[src/logic/rcrc_pkg.sv]
/*
  shared constants and carriers for the radio control sequencer.
  assumes a single 10 MHz clock domain and synchronous inputs.
*/
package rcrc_pkg;
  localparam int CLK_HZ = 10_000_000;
  localparam int GPO_SEL_W = 6;
  localparam logic [5:0] GPO_SEL_CCA = 6'h09;
  localparam logic [5:0] GPO_SEL_CLK = 6'h3f;
  localparam int GPO_DIV = 192;
  localparam int OSC_SETTLE_NS = 2000;
  localparam int OSC_SETTLE_CYC =
    (OSC_SETTLE_NS * (CLK_HZ / 1_000_000) + 999) / 1000;
  localparam logic [1:0] CCA_ALWAYS = 2'h0;
  localparam logic [1:0] CCA_RSSI = 2'h1;
  localparam logic [1:0] CCA_NOPKT = 2'h2;
  localparam logic [1:0] CCA_BOTH = 2'h3;
  localparam logic [4:0] ST_SLEEP = 5'h00;
  localparam logic [4:0] ST_IDLE = 5'h01;
  localparam logic [4:0] ST_OSC_OFF = 5'h02;
  localparam logic [4:0] ST_RX = 5'h0d;
  localparam logic [4:0] ST_FSTX = 5'h12;
  localparam logic [4:0] ST_TX = 5'h13;

  typedef struct packed {
    logic resetStrobe;
    logic idleStrobe;
    logic receiveStrobe;
    logic transmitStrobe;
    logic synthOnStrobe;
    logic oscOffStrobe;
    logic powerDownStrobe;
  } rcrc_strobe_s;

  typedef struct packed {
    logic [1:0] clearChannelModeSelect;
    logic oscKeepOn;
    logic [5:0] outputSelectField;
  } rcrc_cfg_s;
endpackage

[src/logic/rcrc_clk_div.sv]
/*
  divides the clock by an even ratio to a square wave.
  assumes ratio is even and at least four.
*/
`timescale 1ns/1ps
module rcrc_clk_div #(
  parameter int RATIO = 192
) (
  input wire logic clk,
  input wire logic srst,
  output logic divClk
);
  localparam int CW = $clog2(RATIO / 2);
  localparam logic [CW-1:0] HALF_M1 = CW'(RATIO / 2 - 1);
  logic [CW-1:0] count;

  always_ff @(posedge clk)
  begin
    if (srst)
    begin
      count <= '0;
      divClk <= 1'b0;
    end
    else if (count == HALF_M1)
    begin
      count <= '0;
      divClk <= ~divClk;
    end
    else
    begin
      count <= count + CW'(1);
    end
  end
endmodule

[src/logic/radio_control_reset_cca.sv]
/*
  radio control sequencer: reset, oscillator control, tx-if-cca gating.
  assumes decoded one-cycle strobes and synchronous level inputs.
*/
// Functional notes
// - general output shows clear-channel when its select is 0x09.
// - tx or synth strobe in receive moves only if channel is clear.
// - a refused request is never retried; host must strobe again.
// - mode picks always, rssi below, not receiving, or both.
// - state changes by strobes or internal events like tx underflow.
// - current state number is readable as status.
// - after reset first general output is clock divided by 192.
// - chip ready low shown on serial out when chip select low.
// - after power-on reset: idle with oscillator running.
// - serial out high until oscillator stable, then low.
// - reset strobe restores defaults and enters idle.
// - keep-on bit holds oscillator on, else automatic control.
// - osc-off and power-down strobes act only from idle.
// - oscillator stops on chip select high, restarts on low, idle.
// - forced-on oscillator keeps running in sleep.
// - idle strobe forces idle from any state.
// - receive strobe during transmit ends it and enters receive.
`timescale 1ns/1ps
module radio_control_reset_cca #(
  parameter int SETTLE_CYC = rcrc_pkg::OSC_SETTLE_CYC
) (
  input wire logic clk,
  input wire logic srst,
  input wire rcrc_pkg::rcrc_strobe_s strobe,
  input wire rcrc_pkg::rcrc_cfg_s cfg,
  input wire logic chipSelectLow,
  input wire logic rssiBelowThreshold,
  input wire logic receivingPacket,
  input wire logic txUnderflow,
  input wire logic txDone,
  output logic generalOutputZero,
  output logic serialOut,
  output logic chipReadyLow,
  output logic oscRunning,
  output logic clearChannel,
  output logic [4:0] radioStateStatus
);
  import rcrc_pkg::*;

  typedef enum logic [5:0] {
    S_SLEEP = 6'h01,
    S_IDLE = 6'h02,
    S_OSC_OFF = 6'h04,
    S_RX = 6'h08,
    S_FSTX = 6'h10,
    S_TX = 6'h20
  } rcrc_state_e;

  localparam int SW = $clog2(SETTLE_CYC + 1);
  localparam logic [SW-1:0] SETTLE_MAX = SW'(SETTLE_CYC);

  rcrc_state_e state, next_state;
  logic [SW-1:0] settle;
  logic oscStable, oscWanted, chipSelectLowPrev, divClk, next_cca;
  logic softReset, strobeOk;

  assign softReset = srst | strobe.resetStrobe;
  assign oscStable = oscRunning && (settle == SETTLE_MAX);
  // gate on the ready pin itself, one cycle after the settle count
  assign strobeOk = oscStable && !chipReadyLow;

  // mode select of the clear-channel condition
  always_comb
  begin
    unique case (cfg.clearChannelModeSelect)
      CCA_ALWAYS: next_cca = 1'b1;
      CCA_RSSI: next_cca = rssiBelowThreshold;
      CCA_NOPKT: next_cca = ~receivingPacket;
      CCA_BOTH: next_cca = rssiBelowThreshold & ~receivingPacket;
    endcase
  end

  always_ff @(posedge clk)
  begin
    if (softReset)
      clearChannel <= 1'b0;
    else
      clearChannel <= next_cca;
  end

  // a sleeping or off oscillator only stops once chip select is released
  always_comb
  begin
    oscWanted = 1'b1;
    if (!cfg.oscKeepOn && !chipSelectLow)
      oscWanted = !(state == S_SLEEP || state == S_OSC_OFF);
  end

  always_ff @(posedge clk)
  begin
    if (srst)
    begin
      oscRunning <= 1'b1;
      settle <= '0;
    end
    else if (!oscWanted)
    begin
      oscRunning <= 1'b0;
      settle <= '0;
    end
    else
    begin
      oscRunning <= 1'b1;
      if (strobe.resetStrobe)
        settle <= '0;
      else if (settle != SETTLE_MAX)
        settle <= settle + SW'(1);
    end
  end

  always_ff @(posedge clk)
  begin
    if (srst)
      chipSelectLowPrev <= 1'b0;
    else
      chipSelectLowPrev <= chipSelectLow;
  end

  always_comb
  begin
    next_state = state;
    if (strobe.idleStrobe)
      next_state = S_IDLE;
    else if ((state == S_SLEEP || state == S_OSC_OFF) && chipSelectLow
             && !chipSelectLowPrev)
      next_state = S_IDLE;
    else if (strobeOk)
    begin
      unique case (state)
        S_IDLE:
        begin
          if (strobe.oscOffStrobe)
            next_state = S_OSC_OFF;
          else if (strobe.powerDownStrobe)
            next_state = S_SLEEP;
          else if (strobe.receiveStrobe)
            next_state = S_RX;
          else if (strobe.transmitStrobe)
            next_state = S_TX;
          else if (strobe.synthOnStrobe)
            next_state = S_FSTX;
        end
        S_RX:
        begin
          // refusal leaves no pending request behind
          if (strobe.transmitStrobe && clearChannel)
            next_state = S_TX;
          else if (strobe.synthOnStrobe && clearChannel)
            next_state = S_FSTX;
        end
        S_FSTX:
        begin
          if (strobe.transmitStrobe)
            next_state = S_TX;
          else if (strobe.receiveStrobe)
            next_state = S_RX;
        end
        S_TX:
        begin
          if (strobe.receiveStrobe)
            next_state = S_RX;
          else if (txUnderflow || txDone)
            next_state = S_IDLE;
        end
        S_SLEEP, S_OSC_OFF: next_state = state;
        default: next_state = S_IDLE;
      endcase
    end
  end

  always_ff @(posedge clk)
  begin
    if (softReset)
      state <= S_IDLE;
    else
      state <= next_state;
  end

  always_ff @(posedge clk)
  begin
    if (softReset)
      radioStateStatus <= ST_IDLE;
    else
    begin
      unique case (next_state)
        S_SLEEP: radioStateStatus <= ST_SLEEP;
        S_IDLE: radioStateStatus <= ST_IDLE;
        S_OSC_OFF: radioStateStatus <= ST_OSC_OFF;
        S_RX: radioStateStatus <= ST_RX;
        S_FSTX: radioStateStatus <= ST_FSTX;
        S_TX: radioStateStatus <= ST_TX;
        default: radioStateStatus <= ST_IDLE;
      endcase
    end
  end

  always_ff @(posedge clk)
  begin
    if (softReset)
    begin
      chipReadyLow <= 1'b1;
      serialOut <= 1'b0;
    end
    else
    begin
      chipReadyLow <= ~oscStable;
      serialOut <= chipSelectLow ? ~oscStable : 1'b0;
    end
  end

  rcrc_clk_div #(
    .RATIO(GPO_DIV)
  ) rcrc_clk_div_i (
    .clk(clk),
    .srst(softReset),
    .divClk(divClk)
  );

  // select 0x3f is the reset default; the host should move off it
  always_ff @(posedge clk)
  begin
    if (softReset)
      generalOutputZero <= 1'b0;
    else if (cfg.outputSelectField == GPO_SEL_CCA)
      generalOutputZero <= next_cca;
    else if (cfg.outputSelectField == GPO_SEL_CLK)
      generalOutputZero <= divClk;
    else
      generalOutputZero <= 1'b0;
  end

  a_refuse_stays: assert property (@(posedge clk) disable iff (softReset)
    state == S_RX && !clearChannel && strobe.transmitStrobe
    && !strobe.idleStrobe |=> state == S_RX)
    else $error("refused tx left receive");
  a_no_auto_tx: assert property (@(posedge clk) disable iff (softReset)
    state == S_RX && !strobe.transmitStrobe && !strobe.synthOnStrobe
    |=> state != S_TX && state != S_FSTX)
    else $error("tx entered without strobe");
  a_idle_force: assert property (@(posedge clk) disable iff (srst)
    strobe.idleStrobe |=> state == S_IDLE)
    else $error("idle strobe ignored");
  a_rx_abort: assert property (@(posedge clk) disable iff (softReset)
    state == S_TX && strobeOk && strobe.receiveStrobe
    && !strobe.idleStrobe |=> state == S_RX)
    else $error("receive strobe did not end tx");
  a_reset_idle: assert property (@(posedge clk)
    strobe.resetStrobe && !srst |=> state == S_IDLE && chipReadyLow)
    else $error("reset strobe not to idle");
  a_off_from_idle: assert property (@(posedge clk) disable iff (softReset)
    state != S_IDLE && state != S_OSC_OFF && !srst |=> state != S_OSC_OFF
    || $past(state) == S_IDLE)
    else $error("osc off left other state");
  a_keep_on: assert property (@(posedge clk) disable iff (srst)
    cfg.oscKeepOn |=> oscRunning)
    else $error("forced oscillator stopped");
  a_ready_pin: assert property (@(posedge clk) disable iff (softReset)
    chipSelectLow && oscStable ##1 chipSelectLow && oscStable
    |-> serialOut == 1'b0)
    else $error("serial out not low when ready");
  a_early_ignore: assert property (@(posedge clk) disable iff (softReset)
    !strobeOk && state == S_IDLE && !strobe.idleStrobe
    && !(chipSelectLow && !chipSelectLowPrev) |=> state == S_IDLE)
    else $error("strobe taken before ready");
  a_cca_pin: assert property (@(posedge clk) disable iff (softReset)
    cfg.outputSelectField == GPO_SEL_CCA ##1
    cfg.outputSelectField == GPO_SEL_CCA
    |-> generalOutputZero == clearChannel)
    else $error("cca not on output pin");
endmodule

[config.mk]
export PLATFORM = sky130hd
export DESIGN_NAME = radio_control_reset_cca
export DESIGN_NICKNAME = d
export VERILOG_FILES = /design/src/logic/rcrc_pkg.sv /design/src/logic/rcrc_clk_div.sv /design/src/logic/radio_control_reset_cca.sv
export SDC_FILE = /design/constraint.sdc
export NUM_CORES = 1
export LEC_CHECK = 0
export ABC_AREA = 0
export BUFFER_PORTS_ARGS = -buffer_cell sky130_fd_sc_hd__buf_2
export CORE_UTILIZATION = 25
export DETAILED_ROUTE_END_ITERATION = 8
export SYNTH_ARGS = -nofsm -noshare
export SYNTH_HDL_FRONTEND = slang
export SYNTH_SLANG_ARGS = --single-unit
[constraint.sdc]
create_clock -name clk -period 4.45 [get_ports clk]
set_clock_uncertainty 0.05 [all_clocks]
set_input_delay 0.2225 -clock clk [delete_from_list [all_inputs] [get_ports clk]]
set_output_delay 0.2225 -clock clk [all_outputs]
set_load 0.005 [all_outputs]
==> impl_metrics.toml <==
[status]
outcome = "complete, no violations"

[yosys]
synth-warning-count = 0
synth-seq-cells = 29
synth_edf_count = 0
ys.flop_type = "dfxtp_1"
syn_area_um2 = 1615
async_flop_share = 0
synth.distinct_cells = 55
syn_area_per_cell_um2 = 8.413
yosysTopAreaCell = "dfxtp_1"
synthCells = 192
netlist.area_leader.share = 0.3594
synthTopCellsByArea = "dfxtp_1, nor2_1, xor2_1"
yosysSeqAreaShare = 0.3594
synthesis.nets = 218

[layout]
area_growth_pct = 19.67
drive_gt1_frac = 0.2207
antenna_cells = 0
nets = 247

[clock_tree]
cts_root_buffer = "clkbuf_8"
cts.clk_slew.worst_paths_ns = 0.07
cts_sinks = 29
clk_path_buf_depth = 2
h-tree-depth = 2
cts_inserted_buffers = 5
cts_setup_buffers = 0
worstSkewPairLatency_ns = 0.28
cts_tree = "done"
cts_resized = 0
holdBufCountCts = 0

[setup_path]
critical_path.reg2reg.endpoint = "radioStateStatus[4]$_SDFF_PP0_"
endpoint = "radioStateStatus[4]$_SDFF_PP0_"
crit_fanout = 12
r2r_slack_ns = 1.64
reg2reg_depth = 6
crit_path_start_kind = "flop"
worstSetupPathType = "reg2reg"
r2r-start = "state[1]$_SDFF_PP1_"
crit_start = "state[1]$_SDFF_PP1_"
cp-end-kind = "flop"
crit_arrival_ns = 2.98
cp.required_ns = 4.61

[floorplan]
num_rows = 28
start_util = 0.2665
die_w_um = 82.38
io-pin-count = 33
dieArea_um2 = 6786
core-area_um2 = 6061
chipHeight_um = 82.38

[placement]
portBuffers = 32
dp_hpwl_um = 2822
pre_cts_ws_ns = 1.658
gp_congestion = 0.8252

[global_route]
grt_pass1_vias = 1347
grt_pass1_wl_um = 6182
antenna_found_initial = 0
grt_util_all_layers = 0.1206
grt_max_degree = 13
grt_overflow = 0

[pwr]
p_int_uw = 499.7
pwr-share-clk = 0.519
seqPwrFrac = 0.427
max-vdd-ir-drop_mv = 0.2289
p_sw_frac = 0.1945
p_leak_nw = 0.7263
p_sw_uw = 120.6
power_frac_comb = 0.054
powerDensity_nw_per_um2 = 320.9

[flow_run]
max_cap_viol_count = 0

[route]
routed_via_density = 4.973
drtAntennaViolNets = 0
wl_um = 3673
drcViolationCount = 0
num_vias = 1477
wl_per_cell_um = 12.37
drt_iter0_markers = 55
drtPass1Iterations = 4

[timing]
fmax_mhz = 355.3
setup_violations = 0
fin_crit_ns = 2.815
setup_slack_ns = 1.635
hold_viol = 0
grt_setup_unrepaired = "false"
period_share = 0.6325
drv_slew = 0
tightest_slew_ns = 0.6761
tns_ns = 0
slew_headroom = 0.5454

[hold_path]
min_path_type = "in2reg"
-- per-layer routing --
| layer | wire length [µm] | vias to the layer above | GRT usage |
|---|---|---|---|
| li1 | - | 753 | - |
| met1 | 1846 | 680 | 0.1663 |
| met2 | 1525 | 37 | 0.1702 |
| met3 | 235 | 7 | 0.03956 |
| met4 | 64 | 0 | 0.04912 |
| met5 | 0 | - | 0 |
-- how the worst min path moves through the flow --
stage	from	to	cells past startpoint	slack, ns
after CTS	srst	chipSelectLowPrev$_SDFF_PP0_	2	0.09
after global placement	oscRunning$_SDFF_PP1_	chipReadyLow$_SDFF_PP1_	1	0.38
after detailed placement	oscRunning$_SDFF_PP1_	chipReadyLow$_SDFF_PP1_	1	0.38
after global routing	cfg[6]	oscRunning$_SDFF_PP1_	2	0.1
after floorplan	srst	chipSelectLowPrev$_SDFF_PP0_	1	0.24
final	srst	chipSelectLowPrev$_SDFF_PP0_	2	0.1
-- synth_stat cells, types with 4 or more instances --
cell type  instances
nor4_1             6
nor2_1            28
nor3_1             8
nand2b_1           4
a21oi_1           10
xnor2_1            5
nand3_1            9
o21ai_0            5
xor2_1             6
inv_1              7
dfxtp_1           29
nand2_1           10
-- sequential cells by signal (all words and copies together) (netlist names) --
register	count
rcrc_clk_div_i.count	7
generalOutputZero	1
settle	5
radioStateStatus	4
rcrc_clk_div_i.divClk	1
clearChannel	1
chipReadyLow	1
oscRunning	1
chipSelectLowPrev	1
state	6
serialOut	1
-- layout by cell type, fill, tap and decap left out, types with 5 or more instances in the layout --
master and count:
a21oi_1 10, buf_2 32, clkbuf_8 5, dfxtp_1 29, inv_1 7, nand2_1 10, nand3_1 9, nor2_1 28
nor3_1 8, nor4_1 6, o21ai_0 5, xnor2_1 5, xor2_1 6
-- worst max-delay path: stages, from the launching register on --
cell     delay (ns)
dfxtp_1        0.53
or4b_2         0.69
or4b_1         0.55
a21oi_2        0.21
nor2_1         0.10
or4b_1         0.48
a21oi_1        0.14
-- power by group through the flow --
stage / logic, mW / clock network, mW / registers (mW)
final: 0.0336 / 0.322 / 0.265
after CTS: 0.0337 / 0.332 / 0.265
after floorplan: 0.0150 / 0 / 0.270
after detailed placement: 0.0335 / 0 / 0.271
after global routing: 0.0380 / 0.347 / 0.265
after global placement: 0.0332 / 0 / 0.271
-- kinds of logic (layout without fill, tap and decap cells) --
| group | after synthesis | after routing | synth area share |
|---|---|---|---|
| and+or+nand+nor | 94 | 94 | 0.3238 |
| muxes | 1 | 1 | 0.006197 |
| xor gates and xnor gates | 11 | 11 | 0.05964 |
| DFF | 29 | 29 | 0.3594 |
| adders and majority gates | 4 | 4 | 0.02944 |
| buffers and inverters | 17 | 47 | 0.05964 |
| AOI/OAI and AO/OA | 36 | 36 | 0.1619 |
-- through the flow --
step | util | std cells | hold WS, ns | total power, mW | cell area (µm²)
5_1_grt | 0.3190 | 297 | 0.09922 | 0.6500 | 1933
2_1_floorplan | - | 192 | 0.2441 | 0.2854 | 1615
3_3_place_gp | 0.2969 | 289 | 0.3765 | 0.3040 | 1799
6_report | 0.3190 | 297 | 0.09976 | 0.6203 | 1933
4_1_cts | 0.3190 | 297 | 0.08932 | 0.6307 | 1933
3_5_place_dp | 0.2969 | 289 | 0.3774 | 0.3044 | 1799
-- cell type report --
cell class | instances | area [µm²]
clock buffer | 5 | 68.82
sequential | 29 | 580.6
clock inverter | 3 | 65.06
fill | 657 | 4128
timing repair buffer | 32 | 160.2
inverter | 7 | 26.28
tap | 75 | 93.84
multi-input combinational | 146 | 938.4
Power figures use the tool's default switching activity.
